File: src/adcct_pkg.sv
// Package with register map, field layout and encodings of the ADC compute block.
package adcct_pkg;
  localparam int ADDR_W = 8;
  localparam logic [7:0] OFS_PRECHARGE = 8'h00;
  localparam logic [7:0] OFS_ACQUISITION = 8'h04;
  localparam logic [7:0] OFS_CAPACITOR = 8'h08;
  localparam logic [7:0] OFS_REPEAT_THR = 8'h0c;
  localparam logic [7:0] OFS_REPEAT_CNT = 8'h10;
  localparam logic [7:0] OFS_FILTER_HIGH = 8'h14;
  localparam logic [7:0] OFS_FILTER_LOW = 8'h18;
  localparam logic [7:0] OFS_RESULT_HIGH = 8'h1c;
  localparam logic [7:0] OFS_RESULT_LOW = 8'h20;
  localparam logic [7:0] OFS_PREV_HIGH = 8'h24;
  localparam logic [7:0] OFS_PREV_LOW = 8'h28;
  localparam logic [7:0] OFS_ACC_HIGH = 8'h2c;
  localparam logic [7:0] OFS_ACC_LOW = 8'h30;
  localparam logic [7:0] OFS_SETPOINT_HIGH = 8'h34;
  localparam logic [7:0] OFS_SETPOINT_LOW = 8'h38;
  localparam logic [7:0] OFS_CONTROL = 8'h3c;
  localparam logic [7:0] OFS_STATUS = 8'h40;
  // Control register layout.
  localparam int CTL_MODE_LSB = 0;
  localparam int CTL_CLEAR_BIT = 3;
  localparam int CTL_SHIFT_LSB = 4;
  localparam int CTL_PSIS_BIT = 7;
  localparam int CTL_JUSTIFY_BIT = 8;
  localparam int CTL_GO_BIT = 9;
  localparam int CTL_CLKDIV_LSB = 16;
  // Status register layout.
  localparam int STS_PHASE_LSB = 0;
  localparam int STS_CHECK_BIT = 4;
  localparam int STS_OVF_BIT = 7;
  localparam logic [1:0] RESP_OKAY = 2'b00;
  localparam logic [1:0] RESP_SLVERR = 2'b10;
  localparam logic [8:0] ACQ_FULL = 9'h100;
  localparam logic [8:0] CONV_CLOCKS = 9'h00b;
  localparam logic [15:0] ACC_UNKNOWN = 16'h0000;
  localparam logic [2:0] MODE_BASIC = 3'h0;
  localparam logic [2:0] MODE_ACCUM = 3'h1;
  localparam logic [2:0] MODE_AVG = 3'h2;
  localparam logic [2:0] MODE_BURST = 3'h3;
  localparam logic [2:0] MODE_LPF = 3'h4;
  localparam logic [2:0] PH_IDLE = 3'h0;
  localparam logic [2:0] PH_PRE = 3'h1;
  localparam logic [2:0] PH_ACQ = 3'h2;
  localparam logic [2:0] PH_CONV = 3'h3;
  typedef enum logic [3:0] {
    ADCCT_IDLE = 4'b0001,
    ADCCT_PRE = 4'b0010,
    ADCCT_ACQ = 4'b0100,
    ADCCT_CONV = 4'b1000
  } adcct_state_t;
  typedef struct packed {
    logic [2:0] compute_mode;
    logic [2:0] shift_field;
    logic previous_source_bit;
    logic justify_bit;
  } adcct_ctl_t;
endpackage

File: src/adcct_top.sv
// ADC compute block: timing sequencer, compute datapath and AXI4-Lite registers.
//
// Our own choices: the AXI4-Lite slave port and the register offsets.
`timescale 1ns/1ps
`default_nettype none
module adcct_top
  import adcct_pkg::*;
(
  input wire logic aclk,
  input wire logic aresetn,
  input wire logic [ADDR_W-1:0] s_axi_awaddr,
  input wire logic [2:0] s_axi_awprot,
  input wire logic s_axi_awvalid,
  output logic s_axi_awready,
  input wire logic [31:0] s_axi_wdata,
  input wire logic [3:0] s_axi_wstrb,
  input wire logic s_axi_wvalid,
  output logic s_axi_wready,
  output logic [1:0] s_axi_bresp,
  output logic s_axi_bvalid,
  input wire logic s_axi_bready,
  input wire logic [ADDR_W-1:0] s_axi_araddr,
  input wire logic [2:0] s_axi_arprot,
  input wire logic s_axi_arvalid,
  output logic s_axi_arready,
  output logic [31:0] s_axi_rdata,
  output logic [1:0] s_axi_rresp,
  output logic s_axi_rvalid,
  input wire logic s_axi_rready,
  input wire logic trigger,
  input wire logic [9:0] sample_in,
  output logic [4:0] extra_capacitor_field,
  output logic sampling,
  output logic threshold_check
);
  logic [7:0] precharge_count;
  logic [7:0] acquisition_count;
  logic [7:0] repeat_threshold;
  logic [7:0] repeat_counter;
  logic [15:0] accumulator_value;
  logic [15:0] filter_output;
  logic [15:0] previous_value;
  logic [15:0] threshold_setpoint;
  logic [15:0] result_word;
  logic [9:0] conversion_result;
  logic accumulator_overflow_flag;
  logic accumulator_clear_command;
  logic go;
  logic [7:0] clk_div;
  logic [7:0] div_cnt;
  logic tick;
  adcct_ctl_t ctl;
  adcct_state_t state;
  logic [8:0] phase_cnt;
  logic [1:0] trig_sync;
  logic trig_d;
  logic [9:0] sample_s1;
  logic [9:0] sample_s2;
  logic conv_done;
  logic conv_start;
  logic [16:0] acc_sum;
  logic [15:0] lpf_next;
  logic aw_held;
  logic w_held;
  logic [ADDR_W-1:0] aw_addr;
  logic [31:0] w_data;
  logic [3:0] w_strb;
  logic wr_go;
  logic [31:0] next_rdata;
  logic rd_ok;

  // Restart the divider at each start so every phase has a fixed length.
  always_ff @(posedge aclk) begin
    if (!aresetn || conv_start || div_cnt >= clk_div) begin
      div_cnt <= 8'h00;
    end else begin
      div_cnt <= div_cnt + 8'h01;
    end
  end
  assign tick = (div_cnt >= clk_div);

  // The trigger and sample come from outside the clock domain.
  always_ff @(posedge aclk) begin
    if (!aresetn) begin
      trig_sync <= 2'b00;
      trig_d <= 1'b0;
    end else begin
      trig_sync <= {trig_sync[0], trigger};
      trig_d <= trig_sync[1];
    end
  end
  always_ff @(posedge aclk) begin
    sample_s1 <= sample_in;
    sample_s2 <= sample_s1;
  end

  assign conv_start = (state == ADCCT_IDLE) && (go || (trig_sync[1] && !trig_d));
  assign conv_done = (state == ADCCT_CONV) && tick && (phase_cnt == 9'h001);

  always_ff @(posedge aclk) begin
    if (!aresetn) begin
      state <= ADCCT_IDLE;
      phase_cnt <= 9'h000;
    end else begin
      unique case (state)
        ADCCT_IDLE: begin
          if (conv_start) begin
            if (precharge_count != 8'h00) begin
              state <= ADCCT_PRE;
              phase_cnt <= {1'b0, precharge_count};
            end else if (acquisition_count != 8'h00) begin
              state <= ADCCT_ACQ;
              phase_cnt <= {1'b0, acquisition_count};
            end else begin
              state <= ADCCT_CONV;
              phase_cnt <= CONV_CLOCKS;
            end
          end
        end
        ADCCT_PRE: begin
          if (tick && phase_cnt == 9'h001) begin
            state <= ADCCT_ACQ;
            phase_cnt <= (acquisition_count == 8'h00) ? ACQ_FULL
                       : {1'b0, acquisition_count};
          end else if (tick) begin
            phase_cnt <= phase_cnt - 9'h001;
          end
        end
        ADCCT_ACQ: begin
          if (tick && phase_cnt == 9'h001) begin
            state <= ADCCT_CONV;
            phase_cnt <= CONV_CLOCKS;
          end else if (tick) begin
            phase_cnt <= phase_cnt - 9'h001;
          end
        end
        ADCCT_CONV: begin
          if (conv_done) begin
            state <= ADCCT_IDLE;
          end else if (tick) begin
            phase_cnt <= phase_cnt - 9'h001;
          end
        end
      endcase
    end
  end

  always_ff @(posedge aclk) begin
    if (!aresetn) begin
      sampling <= 1'b0;
    end else begin
      sampling <= (state == ADCCT_ACQ);
    end
  end

  // Justified layout of the result as seen in the two bytes.
  always_comb begin
    if (ctl.justify_bit) begin
      result_word = {6'h00, conversion_result};
    end else begin
      result_word = {conversion_result, 6'h00};
    end
  end

  // Average and burst modes divide by a power of two; filter smooths.
  assign acc_sum = {1'b0, accumulator_value} + {7'h00, sample_s2};
  assign lpf_next = accumulator_value - (accumulator_value >> ctl.shift_field)
                  + {6'h00, sample_s2};

  // Result and accumulator keep contents across reset.
  always_ff @(posedge aclk) begin
    if (wr_go && aw_addr == OFS_RESULT_HIGH) begin
      if (ctl.justify_bit) begin
        conversion_result[9:8] <= w_data[1:0];
      end else begin
        conversion_result[9:2] <= w_data[7:0];
      end
    end else if (wr_go && aw_addr == OFS_RESULT_LOW) begin
      if (ctl.justify_bit) begin
        conversion_result[7:0] <= w_data[7:0];
      end else begin
        conversion_result[1:0] <= w_data[7:6];
      end
    end else if (conv_done) begin
      conversion_result <= sample_s2;
    end
  end

  always_ff @(posedge aclk) begin
    if (accumulator_clear_command) begin
      accumulator_value <= ACC_UNKNOWN;
    end else if (wr_go && aw_addr == OFS_ACC_HIGH) begin
      accumulator_value[15:8] <= w_data[7:0];
    end else if (wr_go && aw_addr == OFS_ACC_LOW) begin
      accumulator_value[7:0] <= w_data[7:0];
    end else if (conv_done) begin
      unique case (ctl.compute_mode)
        MODE_ACCUM, MODE_AVG, MODE_BURST: accumulator_value <= acc_sum[15:0];
        MODE_LPF: accumulator_value <= lpf_next;
        default: accumulator_value <= accumulator_value;
      endcase
    end
  end

  always_comb begin
    if (ctl.compute_mode == MODE_LPF) begin
      filter_output = accumulator_value >> ctl.shift_field;
    end else begin
      filter_output = accumulator_value >> ctl.shift_field;
    end
  end

  always_ff @(posedge aclk) begin
    if (conv_start) begin
      previous_value <= ctl.previous_source_bit ? filter_output
                      : result_word;
    end
  end

  always_ff @(posedge aclk) begin
    if (accumulator_clear_command) begin
      repeat_counter <= 8'h00;
    end else if (wr_go && aw_addr == OFS_REPEAT_CNT) begin
      repeat_counter <= w_data[7:0];
    end else if (conv_done && ctl.compute_mode != MODE_BASIC) begin
      repeat_counter <= repeat_counter + 8'h01;
    end
  end

  always_ff @(posedge aclk) begin
    if (!aresetn) begin
      threshold_check <= 1'b0;
    end else if (ctl.compute_mode == MODE_AVG || ctl.compute_mode == MODE_BURST
                 || ctl.compute_mode == MODE_LPF) begin
      threshold_check <= conv_done
                       && (repeat_counter + 8'h01 >= repeat_threshold);
    end else begin
      threshold_check <= conv_done;
    end
  end

  // Overflow: a set in the clearing cycle is dropped since clear wins.
  always_ff @(posedge aclk) begin
    if (!aresetn || accumulator_clear_command) begin
      accumulator_overflow_flag <= 1'b0;
    end else if (conv_done && ctl.compute_mode != MODE_BASIC && acc_sum[16]) begin
      accumulator_overflow_flag <= 1'b1;
    end
  end

  // Control registers.
  always_ff @(posedge aclk) begin
    if (!aresetn) begin
      precharge_count <= 8'h00;
      acquisition_count <= 8'h00;
      extra_capacitor_field <= 5'h00;
      repeat_threshold <= 8'h00;
      ctl <= '0;
      clk_div <= 8'h00;
      go <= 1'b0;
      accumulator_clear_command <= 1'b0;
    end else begin
      go <= 1'b0;
      accumulator_clear_command <= 1'b0;
      if (wr_go && w_strb[0]) begin
        unique case (aw_addr)
          OFS_PRECHARGE: precharge_count <= w_data[7:0];
          OFS_ACQUISITION: acquisition_count <= w_data[7:0];
          OFS_CAPACITOR: extra_capacitor_field <= w_data[4:0];
          OFS_REPEAT_THR: repeat_threshold <= w_data[7:0];
          OFS_CONTROL: begin
            ctl.compute_mode <= w_data[CTL_MODE_LSB +: 3];
            ctl.shift_field <= w_data[CTL_SHIFT_LSB +: 3];
            ctl.previous_source_bit <= w_data[CTL_PSIS_BIT];
            ctl.justify_bit <= w_data[CTL_JUSTIFY_BIT];
            accumulator_clear_command <= w_data[CTL_CLEAR_BIT];
            go <= w_data[CTL_GO_BIT];
            clk_div <= w_data[CTL_CLKDIV_LSB +: 8];
          end
          default: ;
        endcase
      end
    end
  end

  always_ff @(posedge aclk) begin
    if (wr_go && aw_addr == OFS_SETPOINT_HIGH) begin
      threshold_setpoint[15:8] <= w_data[7:0];
    end else if (wr_go && aw_addr == OFS_SETPOINT_LOW) begin
      threshold_setpoint[7:0] <= w_data[7:0];
    end
  end

  // AXI4-Lite write path: address and data in either order.
  assign wr_go = aw_held && w_held && !s_axi_bvalid;
  always_ff @(posedge aclk) begin
    if (!aresetn) begin
      aw_held <= 1'b0;
      w_held <= 1'b0;
      s_axi_awready <= 1'b0;
      s_axi_wready <= 1'b0;
      s_axi_bvalid <= 1'b0;
      s_axi_bresp <= RESP_OKAY;
      aw_addr <= '0;
      w_data <= 32'h0000_0000;
      w_strb <= 4'h0;
    end else begin
      s_axi_awready <= !aw_held && !s_axi_awready && !s_axi_bvalid;
      s_axi_wready <= !w_held && !s_axi_wready && !s_axi_bvalid;
      if (s_axi_awvalid && s_axi_awready) begin
        aw_held <= 1'b1;
        aw_addr <= s_axi_awaddr;
      end
      if (s_axi_wvalid && s_axi_wready) begin
        w_held <= 1'b1;
        w_data <= s_axi_wdata;
        w_strb <= s_axi_wstrb;
      end
      if (wr_go) begin
        aw_held <= 1'b0;
        w_held <= 1'b0;
        s_axi_bvalid <= 1'b1;
        s_axi_bresp <= (aw_addr <= OFS_CONTROL && aw_addr[1:0] == 2'b00)
                     ? RESP_OKAY : RESP_SLVERR;
      end else if (s_axi_bready) begin
        s_axi_bvalid <= 1'b0;
      end
    end
  end

  always_comb begin
    rd_ok = 1'b1;
    next_rdata = 32'h0000_0000;
    unique case (s_axi_araddr)
      OFS_PRECHARGE: next_rdata[7:0] = precharge_count;
      OFS_ACQUISITION: next_rdata[7:0] = acquisition_count;
      OFS_CAPACITOR: next_rdata[4:0] = extra_capacitor_field;
      OFS_REPEAT_THR: next_rdata[7:0] = repeat_threshold;
      OFS_REPEAT_CNT: next_rdata[7:0] = repeat_counter;
      OFS_FILTER_HIGH: next_rdata[7:0] = filter_output[15:8];
      OFS_FILTER_LOW: next_rdata[7:0] = filter_output[7:0];
      OFS_RESULT_HIGH: next_rdata[7:0] = result_word[15:8];
      OFS_RESULT_LOW: next_rdata[7:0] = result_word[7:0];
      OFS_PREV_HIGH: next_rdata[7:0] = previous_value[15:8];
      OFS_PREV_LOW: next_rdata[7:0] = previous_value[7:0];
      OFS_ACC_HIGH: next_rdata[7:0] = accumulator_value[15:8];
      OFS_ACC_LOW: next_rdata[7:0] = accumulator_value[7:0];
      OFS_SETPOINT_HIGH: next_rdata[7:0] = threshold_setpoint[15:8];
      OFS_SETPOINT_LOW: next_rdata[7:0] = threshold_setpoint[7:0];
      OFS_CONTROL: begin
        next_rdata[CTL_MODE_LSB +: 3] = ctl.compute_mode;
        next_rdata[CTL_CLEAR_BIT] = accumulator_clear_command;
        next_rdata[CTL_SHIFT_LSB +: 3] = ctl.shift_field;
        next_rdata[CTL_PSIS_BIT] = ctl.previous_source_bit;
        next_rdata[CTL_JUSTIFY_BIT] = ctl.justify_bit;
        next_rdata[CTL_CLKDIV_LSB +: 8] = clk_div;
      end
      OFS_STATUS: begin
        next_rdata[STS_PHASE_LSB +: 3] = (state == ADCCT_PRE) ? PH_PRE
          : (state == ADCCT_ACQ) ? PH_ACQ
          : (state == ADCCT_CONV) ? PH_CONV : PH_IDLE;
        next_rdata[STS_CHECK_BIT] = threshold_check;
        next_rdata[STS_OVF_BIT] = accumulator_overflow_flag;
      end
      default: rd_ok = 1'b0;
    endcase
  end

  always_ff @(posedge aclk) begin
    if (!aresetn) begin
      s_axi_arready <= 1'b0;
      s_axi_rvalid <= 1'b0;
      s_axi_rdata <= 32'h0000_0000;
      s_axi_rresp <= RESP_OKAY;
    end else begin
      s_axi_arready <= !s_axi_arready && !s_axi_rvalid && s_axi_arvalid;
      if (s_axi_arvalid && s_axi_arready) begin
        s_axi_rvalid <= 1'b1;
        s_axi_rdata <= next_rdata;
        s_axi_rresp <= rd_ok ? RESP_OKAY : RESP_SLVERR;
      end else if (s_axi_rready) begin
        s_axi_rvalid <= 1'b0;
      end
    end
  end
endmodule
`default_nettype wire
File: config.mk
export PLATFORM = sky130hd
export DESIGN_NAME = adcct_top
export DESIGN_NICKNAME = d
export VERILOG_FILES = /design/src/adcct_pkg.sv /design/src/adcct_top.sv
export SDC_FILE = /design/constraint.sdc
export NUM_CORES = 1
export LEC_CHECK = 0
export ABC_AREA = 1
export BUFFER_PORTS_ARGS = -buffer_cell sky130_fd_sc_hd__buf_2
export CORE_MARGIN = 4
export CORE_UTILIZATION = 60
export DETAILED_ROUTE_END_ITERATION = 7
export PLACE_DENSITY = 0.85
export RECOVER_POWER = 100
export SLEW_MARGIN = 25
export SYNTH_ARGS = -nofsm -noshare
export SYNTH_HDL_FRONTEND = slang
export SYNTH_SLANG_ARGS = --single-unit
File: constraint.sdc
create_clock -name aclk -period 4 [get_ports aclk]
set_input_delay 0 -clock aclk [delete_from_list [all_inputs] [get_ports aclk]]
set_output_delay 0 -clock aclk [all_outputs]
set_load 0.005 [all_outputs]
==> summary.md <==
| Metric | Value |
|---|---|
| Total track usage | 35.9% |
| Fmax | 266 MHz |
| Vias | 13500 |
| Final hold vios | 0 |
| Slew HR | -135% |
| First-pass GRT wire length | 67800 um |
| Buf+Inv Stages, Crit Path | 3 |
| Nets | 2121 |
| Starting Density | 60.7% |
| Vias in the first global route | 12800 |
| DR DRC count | 0 |
| DR vias/cell | 5.94 |
| Die area | 23600 um^2 |
| Post-synth EDFFs | 42 |
| Status | finished with violations |
| Final WL | 44100 um |
| Sink Count | 213 |
| Hold Crit Class | input port to flip-flop |
| Initial DRT Pass Iterations | 8 |
| Worst-Margin Slew | 3.52 ns |
| Clk Latency, worst-skew pair | 0.53 ns |
| Area Overhead vs Synth | 14.5% |
| Worst VDD drop | 0.354 mV |
| RSZ-0062 raised after global routing | no |
| P_leak | 6.60 nW |
| Layout cells sized above 1 | 7.35% |
| Synthesized area per cell | 6.84 um^2 |
| Number of cells on the critical path | 10 |
| #FFs+latches synth | 213 |
| Worst EP required | 4.37 ns |
| Clock tree from TritonCTS | yes |
| Synthesized area | 12700 um^2 |
| TritonCTS Buffers | 24 |
| Family with the most delay on the worst path | simple AND/OR/NAND/NOR gates |
| Worst hold slack | 0.0590 ns |
| CP max stage delay | 0.96 ns |
| Hpwl dp | 31300 um |
| Initial antenna violation count | 1 |
| Clock Pin Slew Worst Setup and Hold Paths | 0.06 ns |
| Clk root buf | clkbuf_16 |
| Detailed Route Iter0 Violations | 1576 |
| Port Buffers | 83 |
| CP startpoint kind | flip-flop |
| Largest net degree at the start of global routing | 96 |
| Violated checks | max-capacitance violations, max-slew violations |
| H-tree depth | 1 |
| Pwr dens | 390 nW/um^2 |
| CP Class | flip-flop to flip-flop |
| Die X | 154 um |
| CP most frequent cell | nand2_1 |
| Max Cap Viol | 2 |
| Final setup TNS | 0 ns |
| Fin util | 69.5% |
| Crit end category | flip-flop |
| Ys async rst share | 0% |
| Final period utilization | 93.8% |
| Number of cell rows | 53 |
| ANT nets after route | 0 |
| Worst Reg-to-Reg Cells | 10 |
| Max Slew Vio Count | 113 |
| CTS max path bufs | 3 |
| Setup bufs post-CTS | 0 |
| WL per Instance | 19.4 um |
| Period minus WS final | 3.75 ns |
| Final setup viols | 0 |
| Global route overflow | 0 |
| Hold-critical path depth | 3 |
| Placer congestion estimate | 1.01 |
| Mapped Cells | 1859 |
| Yosys warns | 0 |
| Die height | 154 um |
| Critical path cell sequence | inv_1 -> nor2_1 -> nand2_1 -> inv_1 -> nand2_1 -> nor4_1 -> nand2_1 -> buf_4 -> o21ai_0 -> a21oi_1 |
| Fin Clk Skew | 0.0151 ns |
| CP max-delay cell | nor4_1 |
| # IOs | 124 |
| Register area share after synthesis | 36.8% |
| Critical path data arrival time | 4.12 ns |
| Crit Path Max Fanout | 18 |
| Most common flop cell mapped by yosys | dfxtp_1 |
| Core Box Area | 21000 um^2 |
| Count of cell types in the netlist | 53 |
-- cell usage in the layout (no fill, tap or decap), types with 3 or more instances in the layout --
cell and n:
buf_2 64, clkbuf_16 27, clkinv_1 3, nand3b_1 5, nor3_1 16, dlygate4sd3_1 42, fa_1 11, a21oi_1 160
o22ai_1 5, or2_2 5, nor2_2 5, o21ai_0 185, nor3_2 5, o211ai_1 8, xnor2_1 5, xor2_1 14
nor3b_1 3, conb_1 17, nand4_1 25, inv_1 219, a31oi_1 14, edfxtp_1 42, a22oi_1 3, nor4_1 12
clkbuf_1 31, clkbuf_8 4, nand2_1 494, inv_2 3, nor2_1 170, clkinv_2 5, ha_1 51, nand3_1 130
buf_4 20, dfxtp_1 171
-- sequential cells by signal, indices dropped and copies added, names as in the netlist, 9 cells and up --
register            flops
w_data                 18
sample_s1              10
conversion_result      10
accumulator_value      16
previous_value         16
sample_s2              10
s_axi_rdata            17
threshold_setpoint     16
phase_cnt               9
-- layer usage --
metal	global-route usage [%]	wire length [um]	share of wire, %
met2	56.1	19200	44
met5	0	0	0
met4	13.2	1830	4.2
met3	8.33	5700	13
met1	48.8	17300	39
-- stage by stage --
step           cells  worst slack [ns]  area, um^2  power, mW
5_1_grt         2277             0.120       14600       5.88
2_1_floorplan   1875              1.11       12800       3.05
6_report        2277             0.247       14600       5.68
4_1_cts         2276             0.478       14700       5.63
3_3_place_gp    2190             0.563       13400       3.26
3_5_place_dp    2190             0.507       13400       3.29
-- logic make-up (layout without fill, tap and decap cells) --
family | after synthesis | after routing | synth area share [%]
simple gates | 878 | 878 | 29.6
compound gates | 387 | 387 | 15.9
buf+inv | 297 | 423 | 9.44
flops | 213 | 213 | 36.8
fa+ha+maj | 62 | 62 | 6.75
xor+xnor | 19 | 19 | 1.31
mux | 2 | 2 | 0.157
other cells | 1 | 18 | 0.0295
-- timing repair --
action | CTS | global route
hold buffers | 42 | 0
gates resized for setup | 0 | 0
hold endpoints to repair | 41 | 0
-- final cells by class --
| class | count | area [um^2] |
|---|---|---|
| fillers | 1753 | 6390 |
| well taps | 275 | 344 |
| clock inverters | 8 | 105 |
| diodes | 1 | 2.50 |
| multi-input cells | 1365 | 6830 |
| repair buffers | 153 | 996 |
| clock buffers | 36 | 749 |
| inverters | 226 | 850 |
| flip-flops and latches | 213 | 4680 |
-- where the power goes --
group | switching, mW | internal (mW) | leakage [nW]
Sequential | 0.0983 | 2.29 | 1.79
Combinational | 0.617 | 0.313 | 4.39
Clock | 0.926 | 1.43 | 0.423
-- worst paths after layout --
path | end | start | slack [ns]
max | ctl[3] | w_held | 0.25
min | aw_addr[2] | s_axi_awvalid | 0.06
max reg2reg | ctl[3] | w_held | 0.25
min reg2reg | sample_s2[2] | sample_s1[2] | 0.33
-- tightest hold or removal path, cell delays in order --
cell and delay [ns]:
buf_2 0.08, nand2_1 0.25, a21oi_1 0.22
-- cell usage after synthesis (all sizes together), types with 2 or more instances --
library cell  number  share of area, %
mux2i              2              0.16
clkbuf            38               1.1
o21bai             2              0.12
nand4             25               1.2
inv              222               6.5
xnor2              5              0.34
o21ai            185               7.3
a21boi             2              0.12
ha                51               5.0
edfxtp            42               9.9
nand3            132               5.4
a31oi             14              0.69
nand2            495                15
or2                6              0.30
nor3              21               1.2
a22oi              3              0.18
o22ai              5              0.25
dfxtp            171                27
nand3b             5              0.30
o21a               2              0.12
o211ai             8              0.47
nor2             175               5.4
fa                11               1.7
nor4              13              0.76
nor3b              3              0.22
xor2              14              0.96
buf               33               1.6
a21oi            160               6.3
clkinv             4              0.13
Note: power is estimated with default switching activity, not from simulation.
